===== src/design/cpu_status_pkg.sv =====
// package: status word layout, window mapping and timing constants
package cpu_status_pkg;
    // status word field positions
    localparam int HALF_CARRY_BIT  = 8;
    localparam int PRIORITY_HI     = 7;
    localparam int PRIORITY_LO     = 5;
    localparam int LOOP_BUSY_BIT   = 4;
    localparam int NEGATIVE_BIT    = 3;
    localparam int SIGNED_WRAP_BIT = 2;
    localparam int ZERO_BIT        = 1;
    localparam int CARRY_BIT       = 0;
    localparam logic [15:0] STATUS_RESET = 16'h0000;
    // core control and interrupt control bit positions
    localparam int WINDOW_ENABLE_BIT = 2;
    localparam int PRIORITY_TOP_BIT  = 3;
    localparam int NESTING_DIS_BIT   = 15;
    // register indices on the plain port
    localparam logic [1:0] ADDR_STATUS  = 2'h0;
    localparam logic [1:0] ADDR_CONTROL = 2'h1;
    localparam logic [1:0] ADDR_PAGE    = 2'h2;
    localparam logic [1:0] ADDR_INTCTL  = 2'h3;
    // byte and word carry taps
    localparam int BYTE_NIBBLE_TAP = 4;
    localparam int WORD_BYTE_TAP   = 8;
    // extra cycles for window reads and window address widths
    localparam logic [1:0] EXTRA_NONE  = 2'h0;
    localparam logic [1:0] EXTRA_MOVE  = 2'h1;
    localparam logic [1:0] EXTRA_OTHER = 2'h2;
    localparam int WINDOW_LOW_BITS = 15;
    localparam int PAGE_WIDTH      = 8;
endpackage


===== src/design/cpu_status_and_psv_mapping.sv =====
// cpu status word with flag update and program window mapping
//
// Summary of operation
// - half carry from bit 4 byte, 8 word
// - bits 7..5 hold priority level 0..7
// - control bit 3 extends priority to 8..15
// - nesting disable makes priority bits read-only
// - bit 4 shows repeat loop active
// - bit 3 set on negative result
// - bit 2 set on signed overflow
// - bit 1 zero, set on zero result, cleared by nonzero
// - bit 0 set on carry out of msb
// - bits 15..9 read as zero
// - redirect when address msb and enable set
// - program address is page plus low 15 bits
// - upper half maps to one of 256 pages
// - program address bit 15 from page bit 0
// - return low 16 bits of program word
// - redirected read lengthens the instruction
// - no redirection during table operations
// - moves add one cycle, others add two
// - in loops add two only at edges
`timescale 1ns/10ps
module cpu_status_and_psv_mapping
    import cpu_status_pkg::*;
#(
    parameter int DATA_WIDTH = 16
) (
    input  wire logic                  clk,
    input  wire logic                  rst,
    // register port
    input  wire logic [1:0]            reg_addr,
    input  wire logic [15:0]           reg_wdata,
    input  wire logic                  reg_write,
    input  wire logic                  reg_read,
    output logic      [15:0]           reg_rdata,
    // alu result and flag update enables
    input  wire logic                  alu_valid,
    input  wire logic                  alu_byte,
    input  wire logic [DATA_WIDTH-1:0] alu_a,
    input  wire logic [DATA_WIDTH-1:0] alu_b,
    input  wire logic                  alu_carry_in,
    input  wire logic                  alu_update_half,
    input  wire logic                  alu_update_neg,
    input  wire logic                  alu_update_wrap,
    input  wire logic                  alu_update_zero,
    input  wire logic                  alu_update_carry,
    input  wire logic                  loop_active,
    // data read request from the datapath
    input  wire logic                  rd_req,
    input  wire logic [15:0]           effective_address,
    input  wire logic                  table_busy,
    input  wire logic                  insn_is_move,
    input  wire logic                  loop_edge,
    input  wire logic [23:0]           prog_word,
    // outputs
    output logic [3:0]                 cpu_priority_level,
    output logic                       user_irq_blocked,
    output logic                       prog_rd,
    output logic [22:0]                prog_addr,
    output logic [15:0]                window_data,
    output logic                       window_hit,
    output logic [1:0]                 extra_cycles,
    output logic                       window_fetch_second
);

    // ==========================================================
    // registers
    logic                  half_carry_flag;
    logic [2:0]            priority_bits;
    logic                  loop_busy_flag;
    logic                  negative_flag;
    logic                  signed_wrap_flag;
    logic                  zero_flag;
    logic                  carry_flag;
    logic [15:0]           core_control_reg;
    logic [15:0]           interrupt_control_one;
    logic [PAGE_WIDTH-1:0] program_window_page;
    logic                  program_window_enable;
    logic                  nesting_disable;

    assign program_window_enable = core_control_reg[WINDOW_ENABLE_BIT];
    assign nesting_disable       = interrupt_control_one[NESTING_DIS_BIT];

    // ==========================================================
    // alu flag computation
    logic [DATA_WIDTH:0]   sum;
    logic [4:0]            nib_sum;
    logic [8:0]            byte_sum;
    logic [7:0]            low_byte_sum;
    logic                  next_half;
    logic                  next_neg;
    logic                  next_wrap;
    logic                  next_zero_result;
    logic                  next_carry;
    logic                  sign_a;
    logic                  sign_b;
    logic                  sign_r;

    always_comb begin
        sum      = {1'b0, alu_a} + {1'b0, alu_b} + {{DATA_WIDTH{1'b0}}, alu_carry_in};
        nib_sum  = {1'b0, alu_a[BYTE_NIBBLE_TAP-1:0]} + {1'b0, alu_b[BYTE_NIBBLE_TAP-1:0]}
                   + {4'h0, alu_carry_in};
        byte_sum = {1'b0, alu_a[WORD_BYTE_TAP-1:0]} + {1'b0, alu_b[WORD_BYTE_TAP-1:0]}
                   + {8'h00, alu_carry_in};
        low_byte_sum = byte_sum[7:0];
        next_half = alu_byte ? nib_sum[BYTE_NIBBLE_TAP] : byte_sum[WORD_BYTE_TAP];
        if (alu_byte) begin
            sign_a     = alu_a[WORD_BYTE_TAP-1];
            sign_b     = alu_b[WORD_BYTE_TAP-1];
            sign_r     = low_byte_sum[WORD_BYTE_TAP-1];
            next_carry = byte_sum[WORD_BYTE_TAP];
            next_zero_result = (low_byte_sum == 8'h00);
        end else begin
            sign_a     = alu_a[DATA_WIDTH-1];
            sign_b     = alu_b[DATA_WIDTH-1];
            sign_r     = sum[DATA_WIDTH-1];
            next_carry = sum[DATA_WIDTH];
            next_zero_result = (sum[DATA_WIDTH-1:0] == '0);
        end
        next_neg  = sign_r;
        next_wrap = (sign_a == sign_b) && (sign_r != sign_a);
    end

    // ==========================================================
    // status flags
    always_ff @(posedge clk) begin
        if (rst) begin
            half_carry_flag  <= STATUS_RESET[HALF_CARRY_BIT];
            negative_flag    <= STATUS_RESET[NEGATIVE_BIT];
            signed_wrap_flag <= STATUS_RESET[SIGNED_WRAP_BIT];
            zero_flag        <= STATUS_RESET[ZERO_BIT];
            carry_flag       <= STATUS_RESET[CARRY_BIT];
        end else if (alu_valid) begin
            // only enabled flags move
            if (alu_update_half)  half_carry_flag  <= next_half;
            if (alu_update_neg)   negative_flag    <= next_neg;
            if (alu_update_wrap)  signed_wrap_flag <= next_wrap;
            if (alu_update_zero && !next_zero_result) zero_flag <= 1'b0;
            if (alu_update_zero && next_zero_result)  zero_flag <= 1'b1;
            if (alu_update_carry) carry_flag       <= next_carry;
        end else if (reg_write && reg_addr == ADDR_STATUS) begin
            half_carry_flag  <= reg_wdata[HALF_CARRY_BIT];
            negative_flag    <= reg_wdata[NEGATIVE_BIT];
            signed_wrap_flag <= reg_wdata[SIGNED_WRAP_BIT];
            zero_flag        <= reg_wdata[ZERO_BIT];
            carry_flag       <= reg_wdata[CARRY_BIT];
        end
    end

    // priority bits, locked when nesting disabled
    always_ff @(posedge clk) begin
        if (rst) begin
            priority_bits <= STATUS_RESET[PRIORITY_HI:PRIORITY_LO];
        end else if (reg_write && reg_addr == ADDR_STATUS && !nesting_disable) begin
            priority_bits <= reg_wdata[PRIORITY_HI:PRIORITY_LO];
        end
    end

    always_ff @(posedge clk) begin
        if (rst) begin
            loop_busy_flag <= STATUS_RESET[LOOP_BUSY_BIT];
        end else begin
            loop_busy_flag <= loop_active;
        end
    end

    // ==========================================================
    // control registers
    always_ff @(posedge clk) begin
        if (rst) begin
            core_control_reg      <= 16'h0000;
            interrupt_control_one <= 16'h0000;
            program_window_page   <= '0;
        end else if (reg_write) begin
            case (reg_addr)
                ADDR_CONTROL: core_control_reg      <= reg_wdata;
                ADDR_PAGE:    program_window_page   <= reg_wdata[PAGE_WIDTH-1:0];
                ADDR_INTCTL:  interrupt_control_one <= reg_wdata;
                default:      ;
            endcase
        end
    end

    // ==========================================================
    // register read
    logic [15:0] status_word;
    always_comb begin
        status_word                              = 16'h0000;
        status_word[HALF_CARRY_BIT]              = half_carry_flag;
        status_word[PRIORITY_HI:PRIORITY_LO]     = priority_bits;
        status_word[LOOP_BUSY_BIT]               = loop_busy_flag;
        status_word[NEGATIVE_BIT]                = negative_flag;
        status_word[SIGNED_WRAP_BIT]             = signed_wrap_flag;
        status_word[ZERO_BIT]                    = zero_flag;
        status_word[CARRY_BIT]                   = carry_flag;
    end

    always_ff @(posedge clk) begin
        if (rst) begin
            reg_rdata <= 16'h0000;
        end else if (reg_read) begin
            case (reg_addr)
                ADDR_STATUS:  reg_rdata <= status_word;
                ADDR_CONTROL: reg_rdata <= core_control_reg;
                ADDR_PAGE:    reg_rdata <= {{(16-PAGE_WIDTH){1'b0}}, program_window_page};
                ADDR_INTCTL:  reg_rdata <= interrupt_control_one;
                default:      reg_rdata <= 16'h0000;
            endcase
        end else begin
            reg_rdata <= 16'h0000;
        end
    end

    // ==========================================================
    // priority outputs
    always_ff @(posedge clk) begin
        if (rst) begin
            cpu_priority_level <= 4'h0;
            user_irq_blocked   <= 1'b0;
        end else begin
            cpu_priority_level <= {core_control_reg[PRIORITY_TOP_BIT], priority_bits};
            user_irq_blocked   <= core_control_reg[PRIORITY_TOP_BIT] || (&priority_bits);
        end
    end

    // ==========================================================
    // program window mapping
    typedef enum {IDLE, FIRST, SECOND} window_state_type;
    window_state_type state;
    logic             hit;
    assign hit = rd_req && effective_address[WINDOW_LOW_BITS] && program_window_enable && !table_busy;

    always_ff @(posedge clk) begin
        if (rst) begin
            state <= IDLE;
        end else begin
            case (state)
                IDLE:    if (hit) state <= FIRST;
                FIRST:   state <= SECOND;
                SECOND:  state <= IDLE;
                default: state <= IDLE;
            endcase
        end
    end

    always_ff @(posedge clk) begin
        if (rst) begin
            prog_rd             <= 1'b0;
            prog_addr           <= 23'h000000;
            window_hit          <= 1'b0;
            extra_cycles        <= EXTRA_NONE;
            window_fetch_second <= 1'b0;
        end else begin
            prog_rd             <= hit && state == IDLE;
            window_hit          <= hit && state == IDLE;
            window_fetch_second <= state == FIRST;
            if (hit && state == IDLE) begin
                // page on top of low 15 address bits; ea bit 15 dropped
                prog_addr <= {program_window_page, effective_address[WINDOW_LOW_BITS-1:0]};
                if (loop_active) begin
                    extra_cycles <= loop_edge ? EXTRA_OTHER : EXTRA_NONE;
                end else begin
                    extra_cycles <= insn_is_move ? EXTRA_MOVE : EXTRA_OTHER;
                end
            end else if (state == IDLE) begin
                extra_cycles <= EXTRA_NONE;
            end
        end
    end

    always_ff @(posedge clk) begin
        if (rst) begin
            window_data <= 16'h0000;
        end else if (state == SECOND) begin
            // memory answers one cycle after the fetch strobe
            window_data <= prog_word[15:0];
        end
    end
endmodule // cpu_status_and_psv_mapping


===== config.mk =====
export PLATFORM = sky130hd
export DESIGN_NAME = cpu_status_and_psv_mapping
export DESIGN_NICKNAME = d
export VERILOG_FILES = /design/src/design/cpu_status_pkg.sv /design/src/design/cpu_status_and_psv_mapping.sv
export SDC_FILE = /design/constraint.sdc
export NUM_CORES = 1
export LEC_CHECK = 0
export BUFFER_PORTS_ARGS = -buffer_cell sky130_fd_sc_hd__buf_2
export CORE_ASPECT_RATIO = 0.8
export CORE_MARGIN = 2
export CORE_UTILIZATION = 40
export DETAILED_ROUTE_END_ITERATION = 16
export GPL_TIMING_DRIVEN = 0
export PLACE_DENSITY = 0.75
export SLEW_MARGIN = 20
export SYNTH_ARGS = -nofsm -noshare
export SYNTH_HDL_FRONTEND = slang
export SYNTH_SLANG_ARGS = --single-unit

===== constraint.sdc =====
create_clock -name clk -period 5.6 [get_ports clk]
set_input_delay 1.4 -clock clk [delete_from_list [all_inputs] [get_ports clk]]
set_output_delay 1.4 -clock clk [all_outputs]
set_load 0.01 [all_outputs]

* Word level (Yosys, flattened, before mapping) *
Index checks and enable logic that the tools add are counted.

storage, ports and cells
  register bits = 145
  input port bits = 107
  output and inout bits = 65

operators by class
  $add $sub $neg = 6
  equality and inequality tests = 14
  multiplexer cells = 30
  bitwise gates (word level) = 1
  reduce and logical (&&, ||, !) cells = 30

operator list
  cell                 number
  $logic_not 32->1     2
  $pmux 16 s4          1
  $pmux 32 s2          1
  $eq 32x1->1 const B  1
  $eq 32x2->1 const B  1
  $eq 32x3->1 const B  1
  $mux 32              1
  $mux 1               22
  $add 16x16->17       1
  $add 17x1->17        1
  $logic_not 16->1     1
  $reduce_and 2->1     8
  $mux 2               5
  $add 8x8->9          1
  $add 9x1->9          1
  $logic_and 1x1->1    9
  $logic_not 8->1      1
  $ne 2x1->1 const B   4
  $add 4x4->5          1
  $add 5x1->5          1
  $eq 2x2->1 const B   2
  $reduce_bool 2->1    2
  $logic_not 1->1      3
  $ne 3x1->1 const B   1
  9 further kinds      9

* Longest topological paths before layout *
  word-level depth = 9
  depth in mapped cells = 9
  gate-level depth less buffers = 9

* Least setup slack after synthesis *
Ideal clock, no wire load.

  kind = input-to-reg
  from = in alu_a[0]
  to = reg carry_flag
  library setup time = 0.142 ns
  arrival = 3.422 ns
  required time = 5.458 ns
  path slack = 2.036 ns
  stages = 9
  path through = fa_1 > fa_1 > a21o_1 > a31o_2 > a21o_1 > o211ai_1 > a21oi_1 > o31ai_1 > a311oi_1

between the ends
  longest elaborated chain between the ends = 5

RTL lines
  element                                        RTL line                                                              source
  start: declaration                             cpu_status_and_psv_mapping.sv:40                                      input wire logic [DATA_WIDTH-1:0] alu_a,
  $add 16x16->17 or $add 8x8->9 (tied branches)  cpu_status_and_psv_mapping.sv:101, cpu_status_and_psv_mapping.sv:104
  $add 17x1->17 or $add 9x1->9 (tied branches)   cpu_status_and_psv_mapping.sv:101, cpu_status_and_psv_mapping.sv:105
  $mux 1 (*)                                     cpu_status_and_psv_mapping.sv:108                                     if (alu_byte) begin
  $mux 1 (*)                                     cpu_status_and_psv_mapping.sv:141                                     if (alu_update_carry) carry_flag <= next_carry;
  $mux 1 (*)                                     cpu_status_and_psv_mapping.sv:134                                     end else if (alu_valid) begin
  end signal: assignment                         cpu_status_and_psv_mapping.sv:133                                     carry_flag <= STATUS_RESET[CARRY_BIT];
  end signal: assignment                         cpu_status_and_psv_mapping.sv:141
  end signal: assignment                         cpu_status_and_psv_mapping.sv:147                                     carry_flag <= reg_wdata[CARRY_BIT];
  end: declaration                               cpu_status_and_psv_mapping.sv:75                                      logic carry_flag;

Every way passes the cells marked *; elsewhere a longest branch is shown, timed or not. The select of a mux whose other input is x is not followed.
A chain may end at the register's enable or synchronous reset.

* Worst setup path after layout *
  from = in alu_a[0]
  to = reg zero_flag

between the ends
  longest elaborated chain between the ends = 8

RTL lines
  element                                              RTL line                                                              source
  $add 16x16->17 or $add 8x8->9 (tied branches)        cpu_status_and_psv_mapping.sv:101, cpu_status_and_psv_mapping.sv:104
  $add 17x1->17 or $add 9x1->9 (tied branches)         cpu_status_and_psv_mapping.sv:101, cpu_status_and_psv_mapping.sv:105
  $logic_not 16->1 or $logic_not 8->1 (tied branches)  cpu_status_and_psv_mapping.sv:119, cpu_status_and_psv_mapping.sv:113
  $mux 1 (*)                                           cpu_status_and_psv_mapping.sv:108
  $logic_not 1->1                                      cpu_status_and_psv_mapping.sv:139                                     if (alu_update_zero && !next_zero_result) zero_flag <= 1'b0;
  $logic_and 1x1->1                                    cpu_status_and_psv_mapping.sv:139
  $ne 3x1->1 (no source line)                          --
  $reduce_and 2->1 (no source line)                    --
  end signal: assignment                               cpu_status_and_psv_mapping.sv:132                                     zero_flag <= STATUS_RESET[ZERO_BIT];
  end signal: assignment                               cpu_status_and_psv_mapping.sv:146                                     zero_flag <= reg_wdata[ZERO_BIT];
  end: declaration                                     cpu_status_and_psv_mapping.sv:74                                      logic zero_flag;

Every way passes the cells marked *; elsewhere a longest branch is shown, timed or not.

==> run metrics <==
status finished clean; pin count of the biggest net entering global routing 17; Post-synth top flop dfxtp_1; Post-Syn Area per Cell 8.582 sq um; Worst R2R Path Depth 6; reg2reg end prog_addr[15]; Sequential Power Share 0.387; gpl congestion 0.8443; CP Data Required Time 5940 ps; R2R Setup Slk 3650 ps; Avg WL per Cell 14.01 um; ratio of cells with drive above 1 in the final layout 0.2776; Final Hold Fails 0; die area 13710 sq um; Die Ht 105.1 um; Worst Skew 7.548 ps; first-pass GRT wire length 21480 um; Lkg Pwr 0.002939 uW; Mapped Cells 596; initial antenna violation count 0; final period utilization 0.6205; WHS Path Cells 2; clock-pin slew on the worst setup and hold paths 50 ps; critical path peak fanout 4; worst hold slack 449.9 ps; Clock Tree Buf Depth 2; Core Rows 36; fmax 287.8 MHz; CTS buffer count 17; Hold Path Class flop to flop; vias 4769; DP Wirelength 9925 um; Syn-to-layout area delta 31.90%; worst setup margin 2125 ps; count of input and output buffers 161; synth top area cells dfxtp_1 (45%), nand2_1 (11%), a21oi_1 (9.0%); Synth top area share 0.4501; drt initial violations 225; RSZ-0062 raised after global routing false; Die X 130.4 um; CTS root buffer clkbuf_16; CTS resizes 0; Setup TNS 0 ps; Comb power frac 0.106; Slew headroom 0.4237; Core Box Area 12340 sq um; actual slew at the worst max-slew pin 852.5 ps; Crit Path Class input pin to flop; Pwr Density 323.3 nW/um^2; drt pass-1 iters 5; clk sinks 115; internal power 1661 uW; DRC Markers 0; sequential-to-total area share from yosys stat 0.4501; Worst Hold Path EP window_data[11]; io pins 172; total global-route track usage 0.2000; Post-synth EDFFs 0; Finish-stage setup viols 0; H-tree depth reported by CTS 4; Setup WS pre-CTS 1728 ps; vias in the first global route 4377; #FFs+latches synth 115; Synth cell types 54; synth warn 0; switching power 520.6 uW; Clk Latency, worst-skew pair 410 ps; Clock power frac 0.508; fillers 1164; Initial Util 0.4144; VDD IR-drop max 0.1968 mV; CP endpoint kind flop; post-route insts no fill 960; WL final 13450 um; Total Power 2181 uW; TritonCTS clock tree done; antenna-violating nets left 0; max reg flops 23; switching share of power 0.2387; RR Startpoint state[1]; Min-Delay Startpoint window_data[11]; post-synthesis instance area 5115 sq um; largest register by flop count prog_addr; vias per cell 4.968; hold_buf cts 0; postcts setup bufs 0; grt total ovfl 0; Arrival @ worst endpoint 3810 ps; syn_nets 720; max-slew violations 0; number of max-cap violations 0; Async S/R FF share, synth 0; Tmin final 3475 ps; area leader, netlist dfxtp_1; post-placement cell count 928; Ant. Diodes 0; Worst setup SP type input pin; nets 900
==> logic make-up after synthesis <==
logic type               Yosys count  share of synthesized area
XOR/XNOR                           9                    0.01541
adder cells (fa/ha/maj)           17                    0.04452
buffers and inverters             45                    0.03791
AO/OA/AOI/OAI                    140                     0.1659
multiplexers                      34                    0.08684
AND/OR/NAND/NOR                  236                     0.1994
flip-flops                       115                     0.4501
==> layer usage <==
layer  share of wire  wire (um)  global-route usage  vias to the layer above
li1                -          -                   -                     2414
met1            0.48       6467              0.2819                     2163
met2            0.42       5679              0.2887                      177
met3           0.083       1121             0.06708                       15
met4           0.013        177             0.06079                        0
met5               0          0                   0                        -
==> Yosys cell counts, types with 2 or more instances <==
cell type and number:
nand2_1 153, dfxtp_1 115, a21oi_1 92, nor2_1 33
clkbuf_1 29, mux2i_1 23, ha_1 15, nor2b_1 15
o21ai_0 10, mux4_2 8, nand3_1 8, xor2_1 7
a21o_1 6, a31oi_1 6, inv_1 5, buf_1 4
nand3b_1 4, a31o_2 3, and3_1 3, clkbuf_2 3
mux2_2 3, nand4_1 3, nor3b_1 3, o21a_1 3
o31ai_1 3, a211oi_1 2, a311oi_1 2, and2_1 2
buf_2 2, fa_1 2, nand2b_1 2, nor3_1 2
nor4b_1 2, o211ai_1 2, xnor2_1 2
==> power by group through the flow <==
stage / clock [uW] / sequential, uW / combinational [uW]
after floorplan: 0 / 859 / 149
after global placement: 0 / 860 / 227
after detailed placement: 0 / 861 / 228
after CTS: 1120 / 843 / 230
after global routing: 1160 / 845 / 257
final: 1110 / 844 / 230
==> stage by stage <==
step | utilization | area (sq um)
2_1_floorplan | - | 5115
3_3_place_gp | 0.4971 | 6135
3_5_place_dp | 0.4971 | 6135
4_1_cts | 0.5466 | 6746
5_1_grt | 0.5466 | 6746
6_report | 0.5466 | 6746
==> area by class of cell <==
type	count	area, sq um	share of cell area
Multi-Input combinational cell	436	2619	0.3882
Inverter	5	18.77	0.002782
Tap cell	171	214.0	0.03171
Timing Repair Buffer	161	805.8	0.1194
Sequential cell	115	2302	0.3412
Buffer	40	175.2	0.02596
Clock buffer	20	456.7	0.06769
Clock inverter	12	155.1	0.02300
==> worst max-delay path, cell delays in order <==
cell and delay [ps]:
buf_2 110, fa_1 480, fa_1 430, a21o_1 200, a31o_2 260, a21o_1 200
o21ai_0 230, xor2_1 170, o2111ai_1 150, a21oi_1 170
==> cell usage in the layout (no fill, tap or decap), types with 3 or more instances in the layout <==
cell type,netlist,final
a21o_1,6,6
a21oi_1,92,92
a31o_2,3,3
a31oi_1,6,6
and3_1,3,3
buf_1,4,4
buf_2,2,163
bufinv_16,0,3
clkbuf_1,29,30
clkbuf_16,0,17
clkbuf_2,3,3
clkinv_2,0,3
clkinv_4,0,3
dfxtp_1,115,115
ha_1,15,15
inv_1,5,5
mux2_2,3,3
mux2i_1,23,23
mux4_2,8,8
nand2_1,153,153
nand3_1,8,8
nand3b_1,4,4
nand4_1,3,3
nor2_1,33,33
nor2b_1,15,15
nor3b_1,3,3
o21a_1,3,3
o21ai_0,10,10
o31ai_1,3,3
xor2_1,7,7
==> worst max path at each step <==
stage	from	end	slack, ps
finish	alu_a[0]	zero_flag	2130
global route	alu_a[0]	zero_flag	2000
CTS	alu_a[0]	zero_flag	2150
detailed placement	alu_a[0]	zero_flag	1730
global placement	alu_a[0]	zero_flag	1750
floorplan	alu_a[0]	carry_flag	2040
Power figures use the tool's default switching activity.
